==> src/sstc_pkg.sv <==
// Package for the sink sync timing control block: offsets, reset values, state.
// Assumes one clock for the register port and the timing generator.
package sstc_pkg;

	// ==========================================================
	// Register map
	localparam logic [11:0] SSTC_OFF_CAUSE  = 12'h048;
	localparam logic [11:0] SSTC_OFF_HSYNC  = 12'h050;
	localparam logic [11:0] SSTC_OFF_VSYNC  = 12'h058;
	localparam logic [11:0] SSTC_OFF_I2CDIV = 12'h060;
	localparam logic [11:0] SSTC_OFF_TP1    = 12'h064;

	// ==========================================================
	// Reset values and field positions
	localparam logic [15:0] SSTC_RST_HSYNC  = 16'h0F0F;
	localparam logic [15:0] SSTC_RST_VSYNC  = 16'h003F;
	localparam logic [7:0]  SSTC_RST_I2CDIV = 8'h00;
	localparam logic [31:0] SSTC_RST_TP1    = 32'h0000_0000;
	localparam logic [7:0]  SSTC_I2CDIV_DEF = 8'h00;
	localparam int          SSTC_TP1_EN_BIT = 31;
	localparam int          SSTC_EVT_W      = 6;
	localparam int          SSTC_S3_LSB     = 6;

	// ==========================================================
	// AXI4-Lite responses
	localparam logic [1:0] SSTC_RESP_OKAY   = 2'h0;
	localparam logic [1:0] SSTC_RESP_SLVERR = 2'h2;

	// ==========================================================
	// State
	typedef enum logic [1:0] {
		SSTC_TG_IDLE,
		SSTC_TG_PORCH,
		SSTC_TG_PULSE
	} sstc_tg_state_t;

	typedef struct packed {
		logic [15:0]    hsync_timing;
		logic [15:0]    vsync_timing;
		logic [7:0]     fast_i2c_clock_divider;
		logic [31:0]    tp1_score_override;
		logic [11:0]    cause;
		sstc_tg_state_t tg_state;
		logic [7:0]     h_cnt;
		logic           hsync;
		logic [15:0]    v_cnt;
		logic           vsync;
		logic [7:0]     i2c_div;
		logic [14:0]    tp1_score;
		logic           awready;
		logic           wready;
		logic           bvalid;
		logic [1:0]     bresp;
		logic           arready;
		logic           rvalid;
		logic [31:0]    rdata;
		logic [1:0]     rresp;
	} sstc_state_t;

endpackage

==> src/sstc_top.sv <==
// Sync timing control: sync generator, sync widths, fast I2C divider, score override,
// secondary event causes for streams 2 and 3, all behind an AXI4-Lite slave.
// Assumes line/frame markers and event pulses come from logic on I_CLK.
//
// Summary of operation
// - Cause bits 0-5 are stream 2 events; stream 3 same order from bit 6.
// - Reading or writing the cause register clears it; reserved bits read zero.
// - Porch count from bits 15:8 delays hsync after the last active pixel.
// - Hsync is high for bits 7:0 cycles; register resets to 0x0F0F.
// - Vsync is high for the 16-bit width count; resets to 0x003F.
// - Fast I2C divider applies only with DPCD revision 1.2.
// - Override register holds a 15-bit replacement score in bits 14:0.
// - Bit 31 set selects the programmed score, clear selects the computed one.
`timescale 1ns/10ps

module sstc_top (
	input  wire logic        I_CLK,
	input  wire logic        I_RST_B,
	input  wire logic [11:0] I_AXI_AWADDR,
	input  wire logic        I_AXI_AWVALID,
	output logic             O_AXI_AWREADY,
	input  wire logic [31:0] I_AXI_WDATA,
	input  wire logic [3:0]  I_AXI_WSTRB,
	input  wire logic        I_AXI_WVALID,
	output logic             O_AXI_WREADY,
	output logic [1:0]       O_AXI_BRESP,
	output logic             O_AXI_BVALID,
	input  wire logic        I_AXI_BREADY,
	input  wire logic [11:0] I_AXI_ARADDR,
	input  wire logic        I_AXI_ARVALID,
	output logic             O_AXI_ARREADY,
	output logic [31:0]      O_AXI_RDATA,
	output logic [1:0]       O_AXI_RRESP,
	output logic             O_AXI_RVALID,
	input  wire logic        I_AXI_RREADY,
	input  wire logic        I_LINE_END,
	input  wire logic        I_FRAME_END,
	input  wire logic [5:0]  I_STRM2_EVT,
	input  wire logic [5:0]  I_STRM3_EVT,
	input  wire logic        I_DPCD_REV12,
	input  wire logic [14:0] I_TP1_SCORE,
	output logic             O_HSYNC,
	output logic             O_VSYNC,
	output logic [7:0]       O_I2C_DIV,
	output logic [14:0]      O_TP1_SCORE
);
	import sstc_pkg::*;

	sstc_state_t st_reg;
	sstc_state_t st_next;

	function automatic logic [31:0] merge_bytes(input logic [31:0] old_val,
		input logic [31:0] new_val, input logic [3:0] strb);
		logic [31:0] res;
		res = old_val;
		for (int b = 0; b < 4; b++) begin
			if (strb[b]) begin
				res[b*8 +: 8] = new_val[b*8 +: 8];
			end
		end
		return res;
	endfunction

	logic        wr_go;
	logic        rd_go;
	logic        wr_hit;
	logic        rd_hit;
	logic [31:0] rd_val;
	logic [31:0] wr_word;
	logic [11:0] evt_in;

	// ==========================================================
	// Bus decode
	always_comb begin
		wr_go = I_AXI_AWVALID && I_AXI_WVALID && !st_reg.awready && !st_reg.bvalid;
		rd_go = I_AXI_ARVALID && !st_reg.arready && !st_reg.rvalid;
		evt_in = {I_STRM3_EVT, I_STRM2_EVT};
		wr_hit = 1'b1;
		wr_word = 32'h0000_0000;
		case (I_AXI_AWADDR)
			SSTC_OFF_HSYNC:  wr_word = {16'h0000, st_reg.hsync_timing};
			SSTC_OFF_VSYNC:  wr_word = {16'h0000, st_reg.vsync_timing};
			SSTC_OFF_I2CDIV: wr_word = {24'h000000, st_reg.fast_i2c_clock_divider};
			SSTC_OFF_TP1:    wr_word = st_reg.tp1_score_override;
			SSTC_OFF_CAUSE:  wr_word = 32'h0000_0000;
			default:         wr_hit = 1'b0;
		endcase
		wr_word = merge_bytes(wr_word, I_AXI_WDATA, I_AXI_WSTRB);
		rd_hit = 1'b1;
		case (I_AXI_ARADDR)
			SSTC_OFF_HSYNC:  rd_val = {16'h0000, st_reg.hsync_timing};
			SSTC_OFF_VSYNC:  rd_val = {16'h0000, st_reg.vsync_timing};
			SSTC_OFF_I2CDIV: rd_val = {24'h000000, st_reg.fast_i2c_clock_divider};
			SSTC_OFF_TP1:    rd_val = st_reg.tp1_score_override;
			SSTC_OFF_CAUSE:  rd_val = {20'h00000, st_reg.cause};
			default: begin
				rd_val = 32'h0000_0000;
				rd_hit = 1'b0;
			end
		endcase
	end

	// ==========================================================
	// Next state
	always_comb begin
		st_next = st_reg;

		// Write channel: address and data taken together, one cycle ready pulse
		st_next.awready = wr_go;
		st_next.wready  = wr_go;
		if (st_reg.bvalid && I_AXI_BREADY) begin
			st_next.bvalid = 1'b0;
		end
		if (wr_go) begin
			st_next.bvalid = 1'b1;
			st_next.bresp  = wr_hit ? SSTC_RESP_OKAY : SSTC_RESP_SLVERR;
			case (I_AXI_AWADDR)
				SSTC_OFF_HSYNC:  st_next.hsync_timing = wr_word[15:0];
				SSTC_OFF_VSYNC:  st_next.vsync_timing = wr_word[15:0];
				SSTC_OFF_I2CDIV: st_next.fast_i2c_clock_divider = wr_word[7:0];
				SSTC_OFF_TP1:    st_next.tp1_score_override = wr_word;
				default:         st_next.hsync_timing = st_reg.hsync_timing;
			endcase
		end

		// Read channel: data captured at the address handshake
		st_next.arready = rd_go;
		if (st_reg.rvalid && I_AXI_RREADY) begin
			st_next.rvalid = 1'b0;
		end
		if (rd_go) begin
			st_next.rvalid = 1'b1;
			st_next.rdata  = rd_val;
			st_next.rresp  = rd_hit ? SSTC_RESP_OKAY : SSTC_RESP_SLVERR;
		end

		// Event causes: a new event wins over the clear in the same cycle
		if ((rd_go && I_AXI_ARADDR == SSTC_OFF_CAUSE)
			|| (wr_go && I_AXI_AWADDR == SSTC_OFF_CAUSE)) begin
			st_next.cause = evt_in;
		end else begin
			st_next.cause = st_reg.cause | evt_in;
		end

		// Horizontal sync generator; a new line end restarts the sequence
		if (I_LINE_END) begin
			if (st_reg.hsync_timing[15:8] != 8'h00) begin
				st_next.tg_state = SSTC_TG_PORCH;
				st_next.h_cnt    = st_reg.hsync_timing[15:8];
				st_next.hsync    = 1'b0;
			end else if (st_reg.hsync_timing[7:0] != 8'h00) begin
				st_next.tg_state = SSTC_TG_PULSE;
				st_next.h_cnt    = st_reg.hsync_timing[7:0];
				st_next.hsync    = 1'b1;
			end else begin
				st_next.tg_state = SSTC_TG_IDLE;
				st_next.hsync    = 1'b0;
			end
		end else begin
			case (st_reg.tg_state)
				SSTC_TG_IDLE: begin
					st_next.hsync = 1'b0;
				end
				SSTC_TG_PORCH: begin
					if (st_reg.h_cnt == 8'h01) begin
						if (st_reg.hsync_timing[7:0] != 8'h00) begin
							st_next.tg_state = SSTC_TG_PULSE;
							st_next.h_cnt    = st_reg.hsync_timing[7:0];
							st_next.hsync    = 1'b1;
						end else begin
							st_next.tg_state = SSTC_TG_IDLE;
						end
					end else begin
						st_next.h_cnt = st_reg.h_cnt - 8'h01;
					end
				end
				SSTC_TG_PULSE: begin
					if (st_reg.h_cnt == 8'h01) begin
						st_next.tg_state = SSTC_TG_IDLE;
						st_next.hsync    = 1'b0;
					end else begin
						st_next.h_cnt = st_reg.h_cnt - 8'h01;
					end
				end
				default: begin
					st_next.tg_state = SSTC_TG_IDLE;
					st_next.hsync    = 1'b0;
				end
			endcase
		end

		// Vertical sync: width sampled at the frame marker
		if (I_FRAME_END && st_reg.vsync_timing != 16'h0000) begin
			st_next.v_cnt = st_reg.vsync_timing;
			st_next.vsync = 1'b1;
		end else if (st_reg.v_cnt > 16'h0001) begin
			st_next.v_cnt = st_reg.v_cnt - 16'h0001;
		end else begin
			st_next.v_cnt = 16'h0000;
			st_next.vsync = 1'b0;
		end

		// Divider only meaningful for the newer DPCD revision
		st_next.i2c_div = I_DPCD_REV12 ? st_reg.fast_i2c_clock_divider
			: SSTC_I2CDIV_DEF;

		st_next.tp1_score = st_reg.tp1_score_override[SSTC_TP1_EN_BIT]
			? st_reg.tp1_score_override[14:0] : I_TP1_SCORE;
	end

	// ==========================================================
	// State register
	always_ff @(posedge I_CLK) begin
		if (!I_RST_B) begin
			st_reg                        <= '0;
			st_reg.hsync_timing           <= SSTC_RST_HSYNC;
			st_reg.vsync_timing           <= SSTC_RST_VSYNC;
			st_reg.fast_i2c_clock_divider <= SSTC_RST_I2CDIV;
			st_reg.tp1_score_override     <= SSTC_RST_TP1;
			st_reg.tg_state               <= SSTC_TG_IDLE;
			st_reg.i2c_div                <= SSTC_I2CDIV_DEF;
		end else begin
			st_reg <= st_next;
		end
	end

	assign O_AXI_AWREADY = st_reg.awready;
	assign O_AXI_WREADY  = st_reg.wready;
	assign O_AXI_BRESP   = st_reg.bresp;
	assign O_AXI_BVALID  = st_reg.bvalid;
	assign O_AXI_ARREADY = st_reg.arready;
	assign O_AXI_RDATA   = st_reg.rdata;
	assign O_AXI_RRESP   = st_reg.rresp;
	assign O_AXI_RVALID  = st_reg.rvalid;
	assign O_HSYNC       = st_reg.hsync;
	assign O_VSYNC       = st_reg.vsync;
	assign O_I2C_DIV     = st_reg.i2c_div;
	assign O_TP1_SCORE   = st_reg.tp1_score;

endmodule // sstc_top

==> config.mk <==
export PLATFORM = sky130hd
export DESIGN_NAME = sstc_top
export DESIGN_NICKNAME = d
export VERILOG_FILES = /design/src/sstc_pkg.sv /design/src/sstc_top.sv
export SDC_FILE = /design/constraint.sdc
export NUM_CORES = 1
export LEC_CHECK = 0
export BUFFER_PORTS_ARGS = -buffer_cell sky130_fd_sc_hd__clkbuf_2
export CAP_MARGIN = 0
export CORE_UTILIZATION = 50
export CTS_CLUSTER_SIZE = 16
export DETAILED_ROUTE_END_ITERATION = 10
export PLACE_DENSITY = 0.8
export SLEW_MARGIN = 30
export SYNTH_ARGS = -nofsm -noshare
export SYNTH_HDL_FRONTEND = slang
export SYNTH_SLANG_ARGS = --single-unit
==> constraint.sdc <==
create_clock -name I_CLK -period 2 [get_ports I_CLK]
set_input_delay 0.2 -clock I_CLK [delete_from_list [all_inputs] [get_ports I_CLK]]
set_output_delay 0.2 -clock I_CLK [all_outputs]
set_load 0.02 [all_outputs]
==> impl_metrics.env, run 1 <==
export IMPL_drtIter0Drc=889
export IMPL_numPlacedInstances=1343
export IMPL_cp_data_required_time_ns=2.32
export IMPL_post_synthesis_instance_area_sq_um=8230
export IMPL_synth_async_sr_flop_share=0
export IMPL_drt_vias_per_instance=5.87
export IMPL_reg2reg_to="st_reg[85]"
export IMPL_max_freq_mhz=490
export IMPL_final_hold_viol_count=1
export IMPL_initial_core_util=0.515
export IMPL_cap_violations=0
export IMPL_setup_tns_final_ns=-0.156
export IMPL_clkTransAtPathRegs_ns=0.07
export IMPL_mostFrequentLayoutCells="171 x sky130_fd_sc_hd__dfxtp_1, 160 x sky130_fd_sc_hd__clkbuf_2, 115 x sky130_fd_sc_hd__buf_4"
export IMPL_placement_cell_area_sq_um=9540
export IMPL_reg2regPathDepth=5
export IMPL_gp_congestion=0.970
export IMPL_die_area_sq_um=17000
export IMPL_ys_warn_count=0
export IMPL_p_total_mw=7.98
export IMPL_ys_types=70
export IMPL_worstPathArrival_ns=2.36
export IMPL_synth_edf_count=0
export IMPL_nFillCells=1342
export IMPL_worst_r2r_setup_slack_ns=-0.04
export IMPL_run_status="finished, violations left"
export IMPL_worst_hold_path_type="in -> reg"
export IMPL_finalWorstSetupSlack_ns=-0.0402
export IMPL_layout_commonest_cell="sky130_fd_sc_hd__dfxtp_1"
export IMPL_worst_setup_path_startpoint="st_reg[84]"
export IMPL_drc=0
export IMPL_critical_path_class="reg -> reg"
export IMPL_crit_path_end="st_reg[85]"
export IMPL_minimum_period_implied_by_the_final_worst_setup_slack_ns=2.04
export IMPL_post_route_util=0.655
export IMPL_post_dp_hpwl_um=19000
export IMPL_largest_net_degree_at_the_start_of_global_routing=82
export IMPL_via_count_of_the_first_global_routing_pass=7263
export IMPL_grt_setup_unrepaired="true"
export IMPL_die_w_um=130
export IMPL_antenna_found_initial=0
export IMPL_syn_inst=971
export IMPL_antenna_violating_nets_post_route=0
export IMPL_track_usage=0.300
export IMPL_total_number_of_vias=8198
export IMPL_firstDrtPassIters=6
export IMPL_chipHeight_um=130
export IMPL_synth_avg_cell_area_sq_um=8.48
export IMPL_cp_start_kind="flip-flop"
export IMPL_drive_gt1_frac=0.303
export IMPL_power_static_leakage_nw=4.37
export IMPL_p_per_area_nw_per_um2=761
export IMPL_timing_slew_headroom=0.589
export IMPL_nets=1268
export IMPL_worstPathMaxFanout=4
export IMPL_cts_sink_count=173
export IMPL_largest_register_ffs=110
export IMPL_postSynthRegisterBits=173
export IMPL_synthFlopType="sky130_fd_sc_hd__dfxtp_1"
export IMPL_antenna_diode_count=0
export IMPL_rows=46
export IMPL_area_delta_synth_final_pct=27.4
export IMPL_io_pins=163
export IMPL_grt_overflow_total=0
export IMPL_numPortBuffers=160
export IMPL_maximum_resistive_drop_on_vdd_v=0.000690
export IMPL_worst_hold_slack_ns=-0.000480
export IMPL_synth_seq_area_share=0.421
export IMPL_cts_max_path_buffers=2
export IMPL_h_tree_depth=4
export IMPL_reg2reg_launch_point="st_reg[84]"
export IMPL_design_area_final_sq_um=10500
export IMPL_violations="negative hold slack, negative setup slack"
export IMPL_worst_clock_skew_ns=0.0134
export IMPL_coreArea_sq_um=16000
export IMPL_first_pass_grt_wire_length_um=38300
export IMPL_layout_worst_path_cycle_share=1.02
export IMPL_min_delay_start="I_TP1_SCORE[3]"
export IMPL_clock_tree_from_tritoncts="done"
export IMPL_drv_slew=0
export IMPL_post_layout_nonfiller_instances=1396
export IMPL_slew_worst_pin_ns=0.616
export IMPL_cts_inserted_buffers=17
export IMPL_post_detailed_routing_wire_length_um=25700
export IMPL_worstSkewPairLatency_ns=0.44
export IMPL_preCtsSetupSlack_ns=-0.150
export IMPL_clock_tree_root_cell="sky130_fd_sc_hd__clkbuf_16"
export IMPL_setup_viol=5
export IMPL_route_detailed_wl_per_inst_um=18.4
export IMPL_worst_setup_path_end_kind="flip-flop"
==> layout make-up <==
type	count	area [sq um]	area share
Sequential cell	173	3470	0.330
Timing Repair Buffer	300	1960	0.187
Clock inverter	15	175	0.0167
Clock buffer	17	425	0.0406
Multi-Input combinational cell	660	4130	0.394
Tap cell	216	270	0.0258
Inverter	15	56.3	0.00537
==> repair_timing <==
action	in CTS	in global routing
pin swaps	4	11
setup endpoints to repair	9	70
hold buffers	19	1
resized for setup	5	22
setup buffers	1	1
hold endpoints to repair	19	1
==> kinds of logic (layout without fill, tap and decap cells) <==
logic type | Yosys count | after routing | share of synthesized area
muxes | 37 | 37 | 0.0453
other | 1 | 2 | 0.000455
DFF | 173 | 173 | 0.421
and+or+nand+nor | 311 | 311 | 0.193
AOI/OAI and AO/OA | 291 | 291 | 0.225
adders and majority gates | 4 | 4 | 0.00608
xor gates and xnor gates | 15 | 15 | 0.0160
buffers and inverters | 139 | 347 | 0.0936
==> how the worst min path moves through the flow <==
stage / depth (start not counted) / end / slack (ns)
after global routing: 3 / st_reg[132] / 0.004
final: 3 / O_TP1_SCORE[3] / -0.0005
after floorplan: 1 / st_reg[100] / 0.33
after global placement: 2 / st_reg[92] / 0.42
after CTS: 3 / O_TP1_SCORE[0] / 0.00008
after detailed placement: 2 / st_reg[102] / 0.42
==> worst max-delay path: stages (launching register included) <==
cell                       delay (ns)
sky130_fd_sc_hd__dfxtp_2         0.32
sky130_fd_sc_hd__or4_4           0.53
sky130_fd_sc_hd__or3_4           0.38
sky130_fd_sc_hd__o21a_4          0.23
sky130_fd_sc_hd__a222oi_1        0.35
sky130_fd_sc_hd__a211oi_2        0.12
==> where the power goes <==
group	switching (mW)	internal (mW)
clock	1.60	1.68
sequential	0.0659	3.54
combinational	0.600	0.487
total	2.27	5.71
==> cell usage after synthesis (14+ instances only) <==
library cell / instances / area share
sky130_fd_sc_hd__o21ai_0: 68 / 0.041
sky130_fd_sc_hd__dfxtp_1: 173 / 0.42
sky130_fd_sc_hd__and3_1: 16 / 0.012
sky130_fd_sc_hd__nand3_1: 57 / 0.035
sky130_fd_sc_hd__nor2_1: 66 / 0.030
sky130_fd_sc_hd__clkbuf_1: 51 / 0.023
sky130_fd_sc_hd__o22ai_1: 21 / 0.016
sky130_fd_sc_hd__mux2i_1: 35 / 0.043
sky130_fd_sc_hd__a21oi_1: 102 / 0.062
sky130_fd_sc_hd__nand2_1: 76 / 0.035
sky130_fd_sc_hd__nor4_1: 15 / 0.011
sky130_fd_sc_hd__a22o_1: 21 / 0.022
sky130_fd_sc_hd__buf_4: 60 / 0.055
sky130_fd_sc_hd__inv_1: 14 / 0.0064
==> metal layers <==
metal  part of all wire  global-route usage  vias up
met4              0.028               0.123        0
met3              0.090              0.0812       56
met5                  0                   0        -
li1                   -                   -     3871
met1               0.42               0.380     3842
met2               0.46               0.481      429
(Power assumes the default switching activity.)
==> inputs of run 2 (changes only) <==
--- a/config.mk
+++ b/config.mk
@@ -5,13 +5,14 @@
 export SDC_FILE = /design/constraint.sdc
 export NUM_CORES = 1
 export LEC_CHECK = 0
+export ABC_AREA = 1
 export BUFFER_PORTS_ARGS = -buffer_cell sky130_fd_sc_hd__clkbuf_2
 export CAP_MARGIN = 0
-export CORE_UTILIZATION = 50
+export CORE_UTILIZATION = 51
 export CTS_CLUSTER_SIZE = 16
 export DETAILED_ROUTE_END_ITERATION = 10
-export PLACE_DENSITY = 0.8
-export SLEW_MARGIN = 30
+export PLACE_DENSITY = 0.81
+export SLEW_MARGIN = 20
 export SYNTH_ARGS = -nofsm -noshare
 export SYNTH_HDL_FRONTEND = slang
 export SYNTH_SLANG_ARGS = --single-unit
==> run 2 against run 1 <==
Compared with the run above: setup slack gained 0.22 ns; power shrank 2.5%; sequential power is essentially flat; core utilization shrank 5.3 points; combinational power shrank 16%; non-clock buffer count shrank 86; global-route usage shrank 1.3 points; final cell count grew 19%; synthesized cell count grew 34%; maximum frequency grew 12%; the flow finishes with violations (negative hold slack); sequential share of layout area grew 0.45 points.
==> impl_metrics.env, run 2 <==
export IMPL_run_status="finished, violations left"
export IMPL_violations="negative hold slack"
export IMPL_grt_setup_unrepaired="false"
export IMPL_chipHeight_um=134
export IMPL_worstPathMaxFanout=16
export IMPL_ys_types=39
export IMPL_max_freq_mhz=548
export IMPL_worst_hold_path_type="in -> reg"
export IMPL_timing_slew_headroom=0.639
export IMPL_final_hold_viol_count=1
export IMPL_io_pins=163
export IMPL_via_count_of_the_first_global_routing_pass=8421
export IMPL_worst_hold_slack_ns=-0.00178
export IMPL_syn_inst=1298
export IMPL_firstDrtPassIters=6
export IMPL_worst_setup_path_end_kind="flip-flop"
export IMPL_die_w_um=134
export IMPL_synth_async_sr_flop_share=0
export IMPL_synth_largest_area_cell="sky130_fd_sc_hd__dfxtp_1"
export IMPL_layout_commonest_cell="sky130_fd_sc_hd__nand2_1"
export IMPL_setup_viol=0
export IMPL_synth_seq_area_share=0.388
export IMPL_p_total_mw=7.78
export IMPL_yosys_area_top_type_share=0.388
export IMPL_drtIter0Drc=877
export IMPL_drt_vias_per_instance=5.46
export IMPL_p_per_area_nw_per_um2=752
export IMPL_cts_inserted_buffers=17
export IMPL_synth_edf_count=0
export IMPL_mostFrequentLayoutCells="239 x sky130_fd_sc_hd__nand2_1, 173 x sky130_fd_sc_hd__dfxtp_1, 160 x sky130_fd_sc_hd__clkbuf_2"
export IMPL_rows=48
export IMPL_post_detailed_routing_wire_length_um=25700
export IMPL_track_usage=0.287
export IMPL_post_dp_hpwl_um=18900
export IMPL_antenna_violating_nets_post_route=0
export IMPL_coreArea_sq_um=17200
export IMPL_power_static_leakage_nw=4.80
export IMPL_nets=1520
export IMPL_cap_violations=0
export IMPL_maximum_resistive_drop_on_vdd_v=0.000645
export IMPL_cp_data_required_time_ns=2.34
export IMPL_post_route_util=0.602
export IMPL_largest_net_degree_at_the_start_of_global_routing=71
export IMPL_drv_slew=0
export IMPL_largest_register_ffs=110
export IMPL_worstPathArrival_ns=2.16
export IMPL_initial_core_util=0.520
export IMPL_critical_path_max_stage_delay_ns=0.34
export IMPL_leading_cell_types_by_total_area_after_synthesis="sky130_fd_sc_hd__dfxtp_1 39%, sky130_fd_sc_hd__nand2_1 10%, sky130_fd_sc_hd__a21oi_1 8.1%"
export IMPL_route_detailed_wl_per_inst_um=15.5
export IMPL_slew_worst_pin_ns=0.537
export IMPL_worstSkewPairLatency_ns=0.44
export IMPL_synthFlopType="sky130_fd_sc_hd__dfxtp_1"
export IMPL_cts_sink_count=173
export IMPL_die_area_sq_um=18100
export IMPL_clock_tree_root_cell="sky130_fd_sc_hd__clkbuf_16"
export IMPL_worstPathCellList="inv_1, ha_1, nand2_1, nor2_1, nand2_1, o21ai_0, a21oi_1, nor2_1, nor2_1"
export IMPL_worst_clock_skew_ns=0.00928
export IMPL_gp_congestion=0.961
export IMPL_post_cts_resized=0
export IMPL_post_synthesis_instance_area_sq_um=8940
export IMPL_ys_warn_count=0
export IMPL_antenna_diode_count=0
export IMPL_grt_overflow_total=0
export IMPL_drive_gt1_frac=0.198
export IMPL_first_pass_grt_wire_length_um=40800
export IMPL_numPortBuffers=160
export IMPL_critical_path_class="reg -> reg"
export IMPL_minimum_period_implied_by_the_final_worst_setup_slack_ns=1.83
export IMPL_clock_tree_from_tritoncts="done"
export IMPL_cp_start_kind="flip-flop"
export IMPL_postSynthRegisterBits=173
export IMPL_clkTransAtPathRegs_ns=0.07
export IMPL_synth_commonest_cells="239 x sky130_fd_sc_hd__nand2_1, 173 x sky130_fd_sc_hd__dfxtp_1, 145 x sky130_fd_sc_hd__a21oi_1"
export IMPL_yosysMostFrequentCell="sky130_fd_sc_hd__nand2_1"
export IMPL_cp_slowest_cell="sky130_fd_sc_hd__o21ai_0"
export IMPL_drc=0
export IMPL_area_delta_synth_final_pct=15.7
export IMPL_cts_max_path_buffers=2
export IMPL_setup_tns_final_ns=0
export IMPL_synth_avg_cell_area_sq_um=6.88
export IMPL_worst_r2r_setup_slack_ns=0.17
export IMPL_layout_worst_path_cycle_share=0.913
export IMPL_total_number_of_vias=9037
export IMPL_h_tree_depth=4
export IMPL_timing_critical_path_mode_cell="sky130_fd_sc_hd__nor2_1"
export IMPL_antenna_found_initial=0
[run 2: cell types whose count changed after synthesis, sizes merged, moves of 23 or more]
cell	previous run	this run
nand2	76	250
inv	14	146
nand3	57	150
nor2	66	128
a21oi	102	145
mux2i	35	0
o21ai	69	98
clkbuf	51	28
[run 2: metrics by stage]
stage | hold slack (ns) | cell area, sq um | worst slack (ns) | instances
6_report | -0.00178 | 10300 | 0.175 | 1656
5_1_grt | 0.00212 | 10300 | 0.000210 | 1656
4_1_cts | 0.000665 | 10300 | 0.194 | 1656
3_5_place_dp | 0.430 | 9670 | 0.204 | 1615
3_3_place_gp | 0.427 | 9670 | 0.253 | 1615
2_1_floorplan | 0.334 | 8940 | 0.412 | 1299
[run 2: logic make-up after synthesis]
family                   count (synthesis)  synth area share
XOR/XNOR                                12            0.0118
AND/OR/NAND/NOR                        572             0.290
flip-flops                             173             0.388
adder cells (fa/ha/maj)                  4           0.00560
AO/OA/AOI/OAI                          268             0.159
other                                    1          0.000420
buffers and inverters                  268             0.146
[run 2: power by group]
| group | switching (mW) | internal, mW |
|---|---|---|
| logic | 0.568 | 0.350 |
| registers | 0.0640 | 3.54 |
| clock network | 1.48 | 1.77 |
[run 2: final timing paths]
check / depth (start not counted) / to / start
setup / recovery: 9 / st_reg[89] / st_reg[83]
hold / removal: 3 / st_reg[98] / I_STRM3_EVT[0]
setup reg to reg: 9 / st_reg[89] / st_reg[83]
hold reg to reg: 2 / st_reg[134] / st_reg[134]
[run 2: repair_timing]
action / 4_1_cts / 5_1_grt
buffers inserted: 0 / 0
hold buffers: 10 / 0
endpoints found under the setup margin: 0 / 0
hold endpoints to repair: 10 / 0
[run 2: layer usage]
layer | up-vias | wire length, um | global-route usage | share of wire
li1 | 4422 | - | - | -
met1 | 4108 | 10500 | 0.356 | 0.41
met2 | 421 | 12300 | 0.478 | 0.48
met3 | 86 | 1910 | 0.0533 | 0.074
met4 | 0 | 925 | 0.137 | 0.036
met5 | - | 0 | 0 | 0
[run 2: layout make-up]
cell class	count	area, sq um
Clock inverter	13	130
Inverter	155	583
Multi-Input combinational cell	858	4190
Clock buffer	18	439
Sequential cell	173	3460
Fill cell	1590	6840
Tap cell	225	282
Timing Repair Buffer	214	1260
[run 2: worst max-delay path, delay by kind of cell (launching register included)]
| kind | cells | cell delay [ns] |
|---|---|---|
| compound gates | 2 | 0.41 |
| fa+ha+maj | 1 | 0.16 |
| buf+inv | 1 | 0.12 |
| flops | 1 | 0.30 |
| simple gates | 5 | 0.73 |
